==> src/hw/imc_pkg.sv <==
// constants for the indirect extended-register access bank
// assumes a 16-bit management register space with 5-bit register numbers
package imc_pkg;

  // ----------------------------------------------------------------
  // register numbers within the management space
  // ----------------------------------------------------------------
  localparam logic [4:0] IMC_OFF_CTRL = 5'h0d;
  localparam logic [4:0] IMC_OFF_DATA = 5'h0e;
  localparam logic [4:0] IMC_OFF_ESTAT = 5'h0f;

  // ----------------------------------------------------------------
  // field layout and reset values
  // ----------------------------------------------------------------
  localparam int IMC_MODE_HI = 15;
  localparam int IMC_MODE_LO = 14;
  localparam int IMC_DEV_HI = 4;
  localparam int IMC_DEV_LO = 0;
  localparam int IMC_DEV_CNT = 32;
  localparam logic [15:0] IMC_CTRL_RST = 16'h0000;
  localparam logic [15:0] IMC_ADDR_RST = 16'h0000;
  localparam logic [15:0] IMC_WORD_ZERO = 16'h0000;
  localparam logic [15:0] IMC_ADDR_STEP = 16'h0001;
  // 1000base-x fd/hd = 0, 1000base-t fd/hd = 1, low bits read zero
  localparam logic [15:0] IMC_ESTAT_VAL = 16'h3000;

  // ----------------------------------------------------------------
  // operation modes of the companion register
  // ----------------------------------------------------------------
  typedef enum logic [1:0]
  {
    IMC_MODE_REG = 2'h0,
    IMC_MODE_DATA = 2'h1,
    IMC_MODE_INC_RW = 2'h2,
    IMC_MODE_INC_WR = 2'h3
  } imc_mode_t;

endpackage : imc_pkg

==> src/hw/imc_addr_if.sv <==
// carrier between the access bank and its per-device address store
// assumes both ends sit on the same management clock
interface imc_addr_if;
  import imc_pkg::*;

  logic [4:0] dev; // selected extended device
  logic load; // write a new held address
  logic incr; // advance the held address
  logic [15:0] load_val; // address to load
  logic [15:0] held_addr; // held address of selected device

  modport bank (output dev, output load, output incr, output load_val, input held_addr);
  modport store (input dev, input load, input incr, input load_val, output held_addr);
endinterface : imc_addr_if

==> src/hw/imc_addr_store.sv <==
// held register address for each of the 32 extended devices
// assumes load and incr are never requested together
module imc_addr_store
  import imc_pkg::*;
(
  input wire logic clk_sys, // management clock
  input wire logic resetn, // async reset, active low
  imc_addr_if.store aif // requests from the access bank
);
  import imc_pkg::*;

  logic [15:0] addr_reg [IMC_DEV_CNT];
  logic [15:0] addr_next [IMC_DEV_CNT];

  // ----------------------------------------------------------------
  // one address word per device
  // ----------------------------------------------------------------
  for (genvar i = 0; i < IMC_DEV_CNT; i++)
  begin : g_dev
    // load in register mode, step by one on post-increment
    always_comb
    begin
      addr_next[i] = addr_reg[i];
      if (aif.dev == 5'(i) && aif.load)
      begin
        addr_next[i] = aif.load_val;
      end
      else if (aif.dev == 5'(i) && aif.incr)
      begin
        addr_next[i] = addr_reg[i] + IMC_ADDR_STEP;
      end
    end

    always_ff @(posedge clk_sys or negedge resetn)
    begin
      if (!resetn)
        addr_reg[i] <= IMC_ADDR_RST;
      else
        addr_reg[i] <= addr_next[i];
    end
  end

  // combinational view of the selected device's address
  assign aif.held_addr = addr_reg[aif.dev];

endmodule : imc_addr_store

==> src/hw/imc_access_bank.sv <==
// indirect access bank: control, register/data and extended status words
// assumes a management frame decoder that gives one-cycle read/write strobes
// and an extended register space that answers mmd_rdata in the read cycle
module imc_access_bank
  import imc_pkg::*;
(
  input wire logic clk_sys, // management clock, 10 mhz
  input wire logic resetn, // async reset, active low
  input wire logic [4:0] mgmt_addr, // register number of the access
  input wire logic mgmt_wr, // write strobe, one cycle
  input wire logic mgmt_rd, // read strobe, one cycle
  input wire logic [15:0] mgmt_wdata, // write data
  output logic [15:0] mgmt_rdata, // read answer
  output logic mgmt_rvalid, // read answer valid, one cycle
  output logic [4:0] mmd_dev, // extended device of the access
  output logic [15:0] mmd_addr, // extended register address
  output logic mmd_wr, // extended write pulse
  output logic mmd_rd, // extended read pulse
  output logic [15:0] mmd_wdata, // extended write data
  input wire logic [15:0] mmd_rdata // extended read data, same cycle as mmd_rd
);
  import imc_pkg::*;

  imc_addr_if aif ();

  logic [15:0] ctrl_reg;
  logic [15:0] ctrl_next;
  logic rd_pend_reg;
  logic rd_pend_next;
  logic [4:0] rd_sel_reg;
  logic [4:0] rd_sel_next;
  logic [15:0] rdata_reg;
  logic [15:0] rdata_next;
  logic rvalid_reg;
  logic rvalid_next;
  logic [4:0] mmd_dev_reg;
  logic [4:0] mmd_dev_next;
  logic [15:0] mmd_addr_reg;
  logic [15:0] mmd_addr_next;
  logic mmd_wr_reg;
  logic mmd_wr_next;
  logic mmd_rd_reg;
  logic mmd_rd_next;
  logic [15:0] mmd_wdata_reg;
  logic [15:0] mmd_wdata_next;
  imc_mode_t mode;
  logic rd_take;
  logic hit_ctrl;
  logic hit_data;
  logic data_mode;
  logic step_wr;
  logic step_rd;

  // ----------------------------------------------------------------
  // field decode
  // ----------------------------------------------------------------
  assign mode = imc_mode_t'(ctrl_reg[IMC_MODE_HI:IMC_MODE_LO]);
  assign aif.dev = ctrl_reg[IMC_DEV_HI:IMC_DEV_LO];

  imc_addr_store u_store
  (
    .clk_sys (clk_sys),
    .resetn (resetn),
    .aif (aif.store)
  );

  // ----------------------------------------------------------------
  // request decode
  // ----------------------------------------------------------------
  // a read that meets a write is dropped; the frame decoder never issues
  // both, so nothing is lost in practice
  assign rd_take = mgmt_rd && !mgmt_wr;
  assign hit_ctrl = (mgmt_addr == IMC_OFF_CTRL);
  assign hit_data = (mgmt_addr == IMC_OFF_DATA);
  assign data_mode = (mode != IMC_MODE_REG);
  // the held address steps only after the access that used it
  assign step_wr = (mode == IMC_MODE_INC_RW) || (mode == IMC_MODE_INC_WR);
  assign step_rd = (mode == IMC_MODE_INC_RW);

  // ----------------------------------------------------------------
  // control word
  // ----------------------------------------------------------------
  // reserved bits 13:5 are kept as written so the host reads back its word
  always_comb
  begin
    ctrl_next = ctrl_reg;
    if (mgmt_wr && hit_ctrl)
    begin
      ctrl_next = mgmt_wdata;
    end
  end

  always_ff @(posedge clk_sys or negedge resetn)
  begin
    if (!resetn)
      ctrl_reg <= IMC_CTRL_RST;
    else
      ctrl_reg <= ctrl_next;
  end

  // ----------------------------------------------------------------
  // extended access and held address
  // ----------------------------------------------------------------
  // relies on the host loading the address first; a device that was
  // never loaded simply starts from address zero
  always_comb
  begin
    mmd_dev_next = mmd_dev_reg;
    mmd_addr_next = mmd_addr_reg;
    mmd_wr_next = 1'b0;
    mmd_rd_next = 1'b0;
    mmd_wdata_next = mmd_wdata_reg;
    aif.load = 1'b0;
    aif.incr = 1'b0;
    aif.load_val = mgmt_wdata;
    if (mgmt_wr && hit_data && !data_mode)
    begin
      aif.load = 1'b1;
    end
    else if (mgmt_wr && hit_data)
    begin
      mmd_wr_next = 1'b1;
      mmd_dev_next = aif.dev;
      mmd_addr_next = aif.held_addr;
      mmd_wdata_next = mgmt_wdata;
      aif.incr = step_wr;
    end
    else if (rd_take && hit_data && data_mode)
    begin
      mmd_rd_next = 1'b1;
      mmd_dev_next = aif.dev;
      mmd_addr_next = aif.held_addr;
      aif.incr = step_rd;
    end
  end

  // registered so the extended space sees one clean pulse per access
  always_ff @(posedge clk_sys or negedge resetn)
  begin
    if (!resetn)
    begin
      mmd_dev_reg <= IMC_CTRL_RST[IMC_DEV_HI:IMC_DEV_LO];
      mmd_addr_reg <= IMC_ADDR_RST;
      mmd_wr_reg <= 1'b0;
      mmd_rd_reg <= 1'b0;
      mmd_wdata_reg <= IMC_WORD_ZERO;
    end
    else
    begin
      mmd_dev_reg <= mmd_dev_next;
      mmd_addr_reg <= mmd_addr_next;
      mmd_wr_reg <= mmd_wr_next;
      mmd_rd_reg <= mmd_rd_next;
      mmd_wdata_reg <= mmd_wdata_next;
    end
  end

  // ----------------------------------------------------------------
  // read answer
  // ----------------------------------------------------------------
  // the answer is built one cycle after the strobe, while the extended
  // read pulse stands and its data is valid
  always_comb
  begin
    rd_pend_next = rd_take;
    rd_sel_next = rd_sel_reg;
    rdata_next = rdata_reg;
    rvalid_next = 1'b0;
    if (rd_take)
      rd_sel_next = mgmt_addr;
    if (rd_pend_reg)
    begin
      rvalid_next = 1'b1;
      if (rd_sel_reg == IMC_OFF_CTRL)
        rdata_next = ctrl_reg;
      else if (rd_sel_reg == IMC_OFF_DATA && mmd_rd_reg)
        rdata_next = mmd_rdata;
      else if (rd_sel_reg == IMC_OFF_DATA)
        rdata_next = aif.held_addr;
      else if (rd_sel_reg == IMC_OFF_ESTAT)
        rdata_next = IMC_ESTAT_VAL;
      else
        rdata_next = IMC_WORD_ZERO; // other numbers belong to other banks
    end
  end

  // all answer outputs come from here so the frame decoder sees clean timing
  always_ff @(posedge clk_sys or negedge resetn)
  begin
    if (!resetn)
    begin
      rd_pend_reg <= 1'b0;
      rd_sel_reg <= IMC_OFF_CTRL;
      rdata_reg <= IMC_WORD_ZERO;
      rvalid_reg <= 1'b0;
    end
    else
    begin
      rd_pend_reg <= rd_pend_next;
      rd_sel_reg <= rd_sel_next;
      rdata_reg <= rdata_next;
      rvalid_reg <= rvalid_next;
    end
  end

  // output wiring
  assign mgmt_rdata = rdata_reg;
  assign mgmt_rvalid = rvalid_reg;
  assign mmd_dev = mmd_dev_reg;
  assign mmd_addr = mmd_addr_reg;
  assign mmd_wr = mmd_wr_reg;
  assign mmd_rd = mmd_rd_reg;
  assign mmd_wdata = mmd_wdata_reg;

endmodule : imc_access_bank

==> config.mk <==
export PLATFORM = sky130hd
export DESIGN_NAME = imc_access_bank
export DESIGN_NICKNAME = d
export VERILOG_FILES = /design/src/hw/imc_pkg.sv /design/src/hw/imc_addr_if.sv /design/src/hw/imc_addr_store.sv /design/src/hw/imc_access_bank.sv
export SDC_FILE = /design/constraint.sdc
export NUM_CORES = 2
export LEC_CHECK = 0
export BUFFER_PORTS_ARGS = -buffer_cell sky130_fd_sc_hd__buf_2
export CAP_MARGIN = 10
export CORE_ASPECT_RATIO = 0.5
export CORE_MARGIN = 8
export CORE_UTILIZATION = 50
export DETAILED_ROUTE_END_ITERATION = 10
export PLACE_DENSITY = 0.66
export SYNTH_ARGS = -nofsm -noshare
export SYNTH_HDL_FRONTEND = slang
export SYNTH_SLANG_ARGS = --single-unit
export TNS_END_PERCENT = 50
==> constraint.sdc <==
create_clock -name clk_sys -period 2.8 [get_ports clk_sys]
set_input_delay 0.14 -clock clk_sys [delete_from_list [all_inputs] [get_ports clk_sys]]
set_output_delay 0.14 -clock clk_sys [all_outputs]
set_load 0.01 [all_outputs]
=== Word level (Yosys, flattened, before mapping) ===
Index checks and enable logic that the tools add are counted.

* Add/subtract/negate cells: 32
* Equality and inequality tests: 38
* Magnitude comparators: 1
* Multiplexer cells: 85
* Bitwise operators: 2
* Reductions and logical operators: 111

{| class="wikitable"
|+ Operators by type and width
! kind !! number
|-
| 16-bit 2-to-1 mux || 71
|-
| 16-bit by 1-bit adder with 16-bit output (second input constant) || 32
|-
| 16-bit binary-select mux with 5-bit select || 1
|-
| 5-bit equality test (second input constant) || 16
|-
| 1-bit logical AND || 71
|-
| 2-bit nonzero test || 34
|-
| 5-bit by 4-bit equality test with 1-bit output (second input constant) || 13
|-
| 5-bit by 3-bit equality test with 1-bit output (second input constant) || 4
|-
| 14-bit 2-to-1 mux || 1
|-
| 5-bit by 2-bit equality test with 1-bit output (second input constant) || 2
|-
| 1-bit 2-to-1 mux || 10
|-
| 5-bit 2-to-1 mux || 2
|-
| 6-bit greater-or-equal comparator (second input constant) || 1
|-
| 5-bit NOT with 6-bit output || 1
|-
| 5-bit by 1-bit equality test with 1-bit output (second input constant) || 1
|-
| 5-bit logical NOT || 1
|-
| 2-bit equality test (second input constant) || 2
|-
| 2-bit AND reduction || 2
|-
| 1-bit logical NOT || 2
|-
| 1-bit logical OR || 1
|-
| 1-bit NOT || 1
|}

* Logic and storage cells: 311
* Output and inout port bits: 56
* Flip-flop bits (word level): 590
* Input port bits: 41

=== Longest topological paths before layout ===
* Word-level depth: 10
* Depth in mapped cells: 10
* Mapped depth without buffers: 7

=== Cells and area by module ===
Synthesis repeated with hierarchy kept, for this count alone.

* Cell total of the unflattened synthesis: 4347
* Area total of the unflattened synthesis: 38129.1 sq um

{| class="wikitable"
|+ Modules (own cells, without submodules)
! module !! seq. area each (sq um) !! area each (sq um) !! times used !! cells each
|-
| imc_addr_store || 12812.3 || 34833.4 || 1 || 4129
|-
| imc_access_bank || 1955.6 || 3295.7 || 1 || 218
|}

=== Least setup slack after synthesis ===
No wires, ideal clock.

* Kind: reg-to-reg
* Start: reg ctrl_reg[0]
* End: reg mmd_addr_reg[10], in the netlist mmd_addr[10]
* Data required time: 2.675 ns
* Arrival time: 1.882 ns
* Setup time: 0.125 ns
* Cell stages (with the launch flop): 7
* Period minus slack after synthesis: 2.007 ns
* Path buffers: 2
* Path slack: 0.793 ns
* Cell sequence: dfrtp_1 > buf_2 > buf_2 > mux4_2 > o22ai_1 > nor3_1 > mux2_2

* Word-level cells in the longest chain between the ends: 6

{| class="wikitable"
|+ Ends and longest elaborated chain
! element !! RTL line !! source
|-
| from (decl) || imc_access_bank.sv:26 || <nowiki>logic [15:0] ctrl_reg;</nowiki>
|-
| from (signal assigned) || imc_access_bank.sv:98 || <nowiki>ctrl_reg <= ctrl_next;</nowiki>
|-
| 5-bit NOT with 6-bit output (not written as such) (*) || imc_addr_store.sv:44 || <nowiki>assign aif.held_addr = addr_reg[aif.dev];</nowiki>
|-
| 16-bit binary-select mux with 5-bit select (*) || imc_addr_store.sv:44 ||
|-
| 16-bit 2-to-1 mux (not written as such) (*) (2 in a row) || imc_addr_store.sv:44 ||
|-
| 16-bit 2-to-1 mux || imc_access_bank.sv:128 || <nowiki>else if (rd_take && hit_data && data_mode)</nowiki>
|-
| 16-bit 2-to-1 mux (*) || imc_access_bank.sv:120 || <nowiki>else if (mgmt_wr && hit_data)</nowiki>
|-
| to (signal assigned) || imc_access_bank.sv:151 || <nowiki>mmd_addr_reg <= mmd_addr_next;</nowiki>
|-
| to (decl) || imc_access_bank.sv:38 || <nowiki>logic [15:0] mmd_addr_reg;</nowiki>
|}

Every way passes the cells marked *; elsewhere a longest branch is shown, timed or not. The select of a mux whose other input is x is not followed.
A chain may end at the register's enable or synchronous reset.

=== Worst setup path in the final report ===
* Start: reg ctrl_reg[0]
* End: reg mmd_addr_reg[4], in the netlist mmd_addr[4]

Same word-level chain as after synthesis.

==> metrics.md <==
| Metric | Value |
|---|---|
| Max reg flops | approximately 510 |
| PwrDens | roughly 500 nW/µm² |
| Tcrit/Tclk final | 1.01 |
| Multi-input logic area | about 21,000 µm² |
| Core area | 74,700 µm² |
| Clock Skew | between 0.03 and 0.04 ns |
| DR vias/cell | approximately 7 |
| Critical R2R Capture | mmd_addr[4] |
| Failing checks | negative setup slack |
| Die width | just over 400 µm |
| First-pass detailed-route iteration total | 6 |
| CTS sink count | 590 |
| H-tree depth | 2 |
| Rel. slew slack | 0.323 |
| Post-route ant nets | 0 |
| Worst Max-Slew Pin Slew | 1.01 ns |
| Worst R2R Setup Slack | -0.02 ns |
| Synthesized instance count | ~4,500 |
| DR vias | between 30,000 and 40,000 |
| Post-synth EDFFs | 0 |
| Vias in the first global route | 35,200 |
| Boundary Pins | 97 |
| Worst-Skew Late Latency | between 0.6 and 0.7 ns |
| Tmin final | around 2.8 ns |
| Placed cell count | about 5,600 |
| Synthesized Nets | between 4,000 and 5,000 |
| Hold path endpoint | mgmt_rdata[0] |
| Die Ht | 210 µm |
| Layout cells sized above 1 | 0.155 |
| CTS clk-pin slew, worst paths | approximately 0.070 ns |
| Initial DRC Count | roughly 6,400 |
| CTS tree | built |
| Post-layout nets | approximately 4,700 |
| Layout fillers | between 6,000 and 7,000 |
| Critical Path RT | between 3 and 4 ns |
| Number of I/O port buffers | 96 |
| Worst setup margin | -0.0190 ns |
| Max frequency | 355 MHz |
| Most used DFF post-synth | dfrtp_1 |
| Startpoint types | flop |
| Setup CP Type | reg -> reg |
| Placement Setup Slack | -0.474 ns |
| Pins Over Slew Limit | 0 |
| Antenna violations before repair | 6 |
| WP data arrival | between 3 and 4 ns |
| Overall routing resource usage | 0.360 |
| Register area | between 10,000 and 15,000 µm² |
| Max IR drop VDD | between 0.0004 and 0.0005 V |
| Final setup fails | 3 |
| MaxCap Viol Count | 0 |
| GR Overflow Total | 0 |
| Initial core utilization | 0.502 |
| Clock Tree Buf Depth | 3 |
| Mapped cell area | ~38,000 µm² |
| TritonCTS buffer count | between 50 and 60 |
| Final non-filler cell total | around 5,700 |
| GPL Wtd Cong | ~1.1 |
| Row count | approximately 70 |
| Seq/Total Area, Yosys | 0.394 |
| Distinct cells, synth | between 70 and 80 |
| Outcome | complete, but fails checks |
| CP Max Fanout | 25 |
| CTS root buf | clkbuf_16 |
| Avg Inst Size Synth | approximately 8.4 µm² |
| LEAKAGE | approximately 18 nW |
| Post-Route WL | 158 mm |
| Hpwl dp | between 100 and 150 mm |
| Hold Path Class | in -> reg |
| Layout area overhead | 14.5% |
| Remaining routing DRC violations | 0 |
| Largest net degree at the start of global routing | 72 |
| Worst Hold Depth | 4 |
| Fin area | 43,000 µm² |
| Area after DPL | 40,600 µm² |
| Hold_sp | mmd_rdata[0] |
| Async set or reset register ratio after synthesis | 1.00 |
| Crit. End Element | flop |
| Yosys warns | 0 |
| Final core occ | 0.575 |
| Die area | approximately 85,000 µm² |
| Reg2Reg Depth | 6 |
| Global-route wire length before repair | 233 mm |
| Final Hold Fails | 0 |
| Seq cells post-synth | 590 |
| R2R Path Start | ctrl_reg[0] |
| Avg WL per Cell | 27.7 µm |
| RSZ-0062 raised after global routing | true |
==> cell type report <==
class	instances	area share
tap	1022	0.0298
clock inverter	23	0.00891
timing repair buffer	402	0.0802
inverter	90	0.00786
antenna	5	0.000291
clock buffer	81	0.0379
sequential	590	0.344
multi-input combinational	3483	0.491
==> metrics by stage <==
stage | total power [mW] | hold slack (ns) | setup TNS [ns]
after global placement | 12.8 | 0.225 | -1.89
after detailed placement | 12.8 | 0.232 | -1.01
after floorplan | 10.9 | -0.156 | 0
after global routing | 22.2 | 0.0502 | -0.00609
final | 21.7 | 0.0576 | -0.0365
after CTS | 21.5 | 0.0187 | 0
==> critical path, cell delays in order, from the launching register on <==
cell	delay (ns)
dfrtp_4	0.54
buf_4	0.17
buf_12	0.21
mux4_2	0.56
o22ai_1	0.63
nor4_1	0.24
mux2_2	0.32
==> layer usage <==
layer  global-route usage  share of wire  up-vias
met5                    0        0.00049        -
met1                0.521           0.41    19100
li1                     -              -    17000
met4                0.130          0.041        6
met2                0.476           0.38     2811
met3                0.149           0.17      373
==> kinds of logic after synthesis <==
kind of cell / Yosys count / share of synthesized area
and+or+nand+nor: 1558 / 0.196
AOI/OAI and AO/OA: 1686 / 0.257
buffers and inverters: 404 / 0.0463
DFF: 590 / 0.394
muxes: 207 / 0.0961
adders and majority gates: 32 / 0.0107
==> what timing repair did <==
item	in CTS	in global routing
hold buffers	24	0
buffers inserted	5	3
hold endpoints to repair	83	0
endpoints found under the setup margin	4	39
resized for setup	4	8
==> synth_stat cells (all sizes together), types with 89 or more instances <==
library cell,number,area (µm²)
nor3,91,527
inv,89,334
nand2,578,2180
mux4,117,2640
o21ai,481,2410
a21oi,723,3620
buf,152,788
dfrtp,587,14700
nand3,242,1230
nand4,104,651
clkbuf,162,609
nor2,317,1230
a31oi,101,632
==> worst max-delay path by stage <==
| stage | startpoint | to | depth (start not counted) |
|---|---|---|---|
| 3_5_place_dp | ctrl_reg[1] | mmd_addr[10] | 5 |
| 6_report | ctrl_reg[0] | mmd_addr[4] | 6 |
| 4_1_cts | ctrl_reg[1] | u_store.addr_reg[498] | 6 |
| 3_3_place_gp | ctrl_reg[0] | mmd_addr[6] | 6 |
| 2_1_floorplan | ctrl_reg[0] | mmd_addr[10] | 6 |
| 5_1_grt | ctrl_reg[0] | mmd_addr[6] | 7 |
==> report_power, final <==
part           internal [mW]  switching [mW]  leakage (nW)
Clock                   4.96            3.75         0.988
Combinational           1.43            2.50          9.34
Sequential              8.77           0.341          7.99
Total                   15.2            6.59          18.3
==> cells in the final DEF (no fill, tap or decap), drive strengths merged, types with 24 or more instances in the layout <==
cell type	netlist	final
mux4	117	117
nand2b	40	40
nor2	317	317
inv	89	89
a21o	25	25
mux2	55	55
ha	32	32
a31oi	101	101
mux2i	35	35
o31ai	58	58
a21oi	723	723
nand3	242	242
o22a	45	45
o21ai	481	481
a22oi	59	59
dfrtp	587	587
nand4	104	104
and3	44	44
or3	33	33
dlygate4sd3	0	24
o22ai	78	78
buf	152	378
nand2	578	578
nor4	26	26
nor3	91	91
clkbuf	162	81
(Power assumes the default switching activity.)
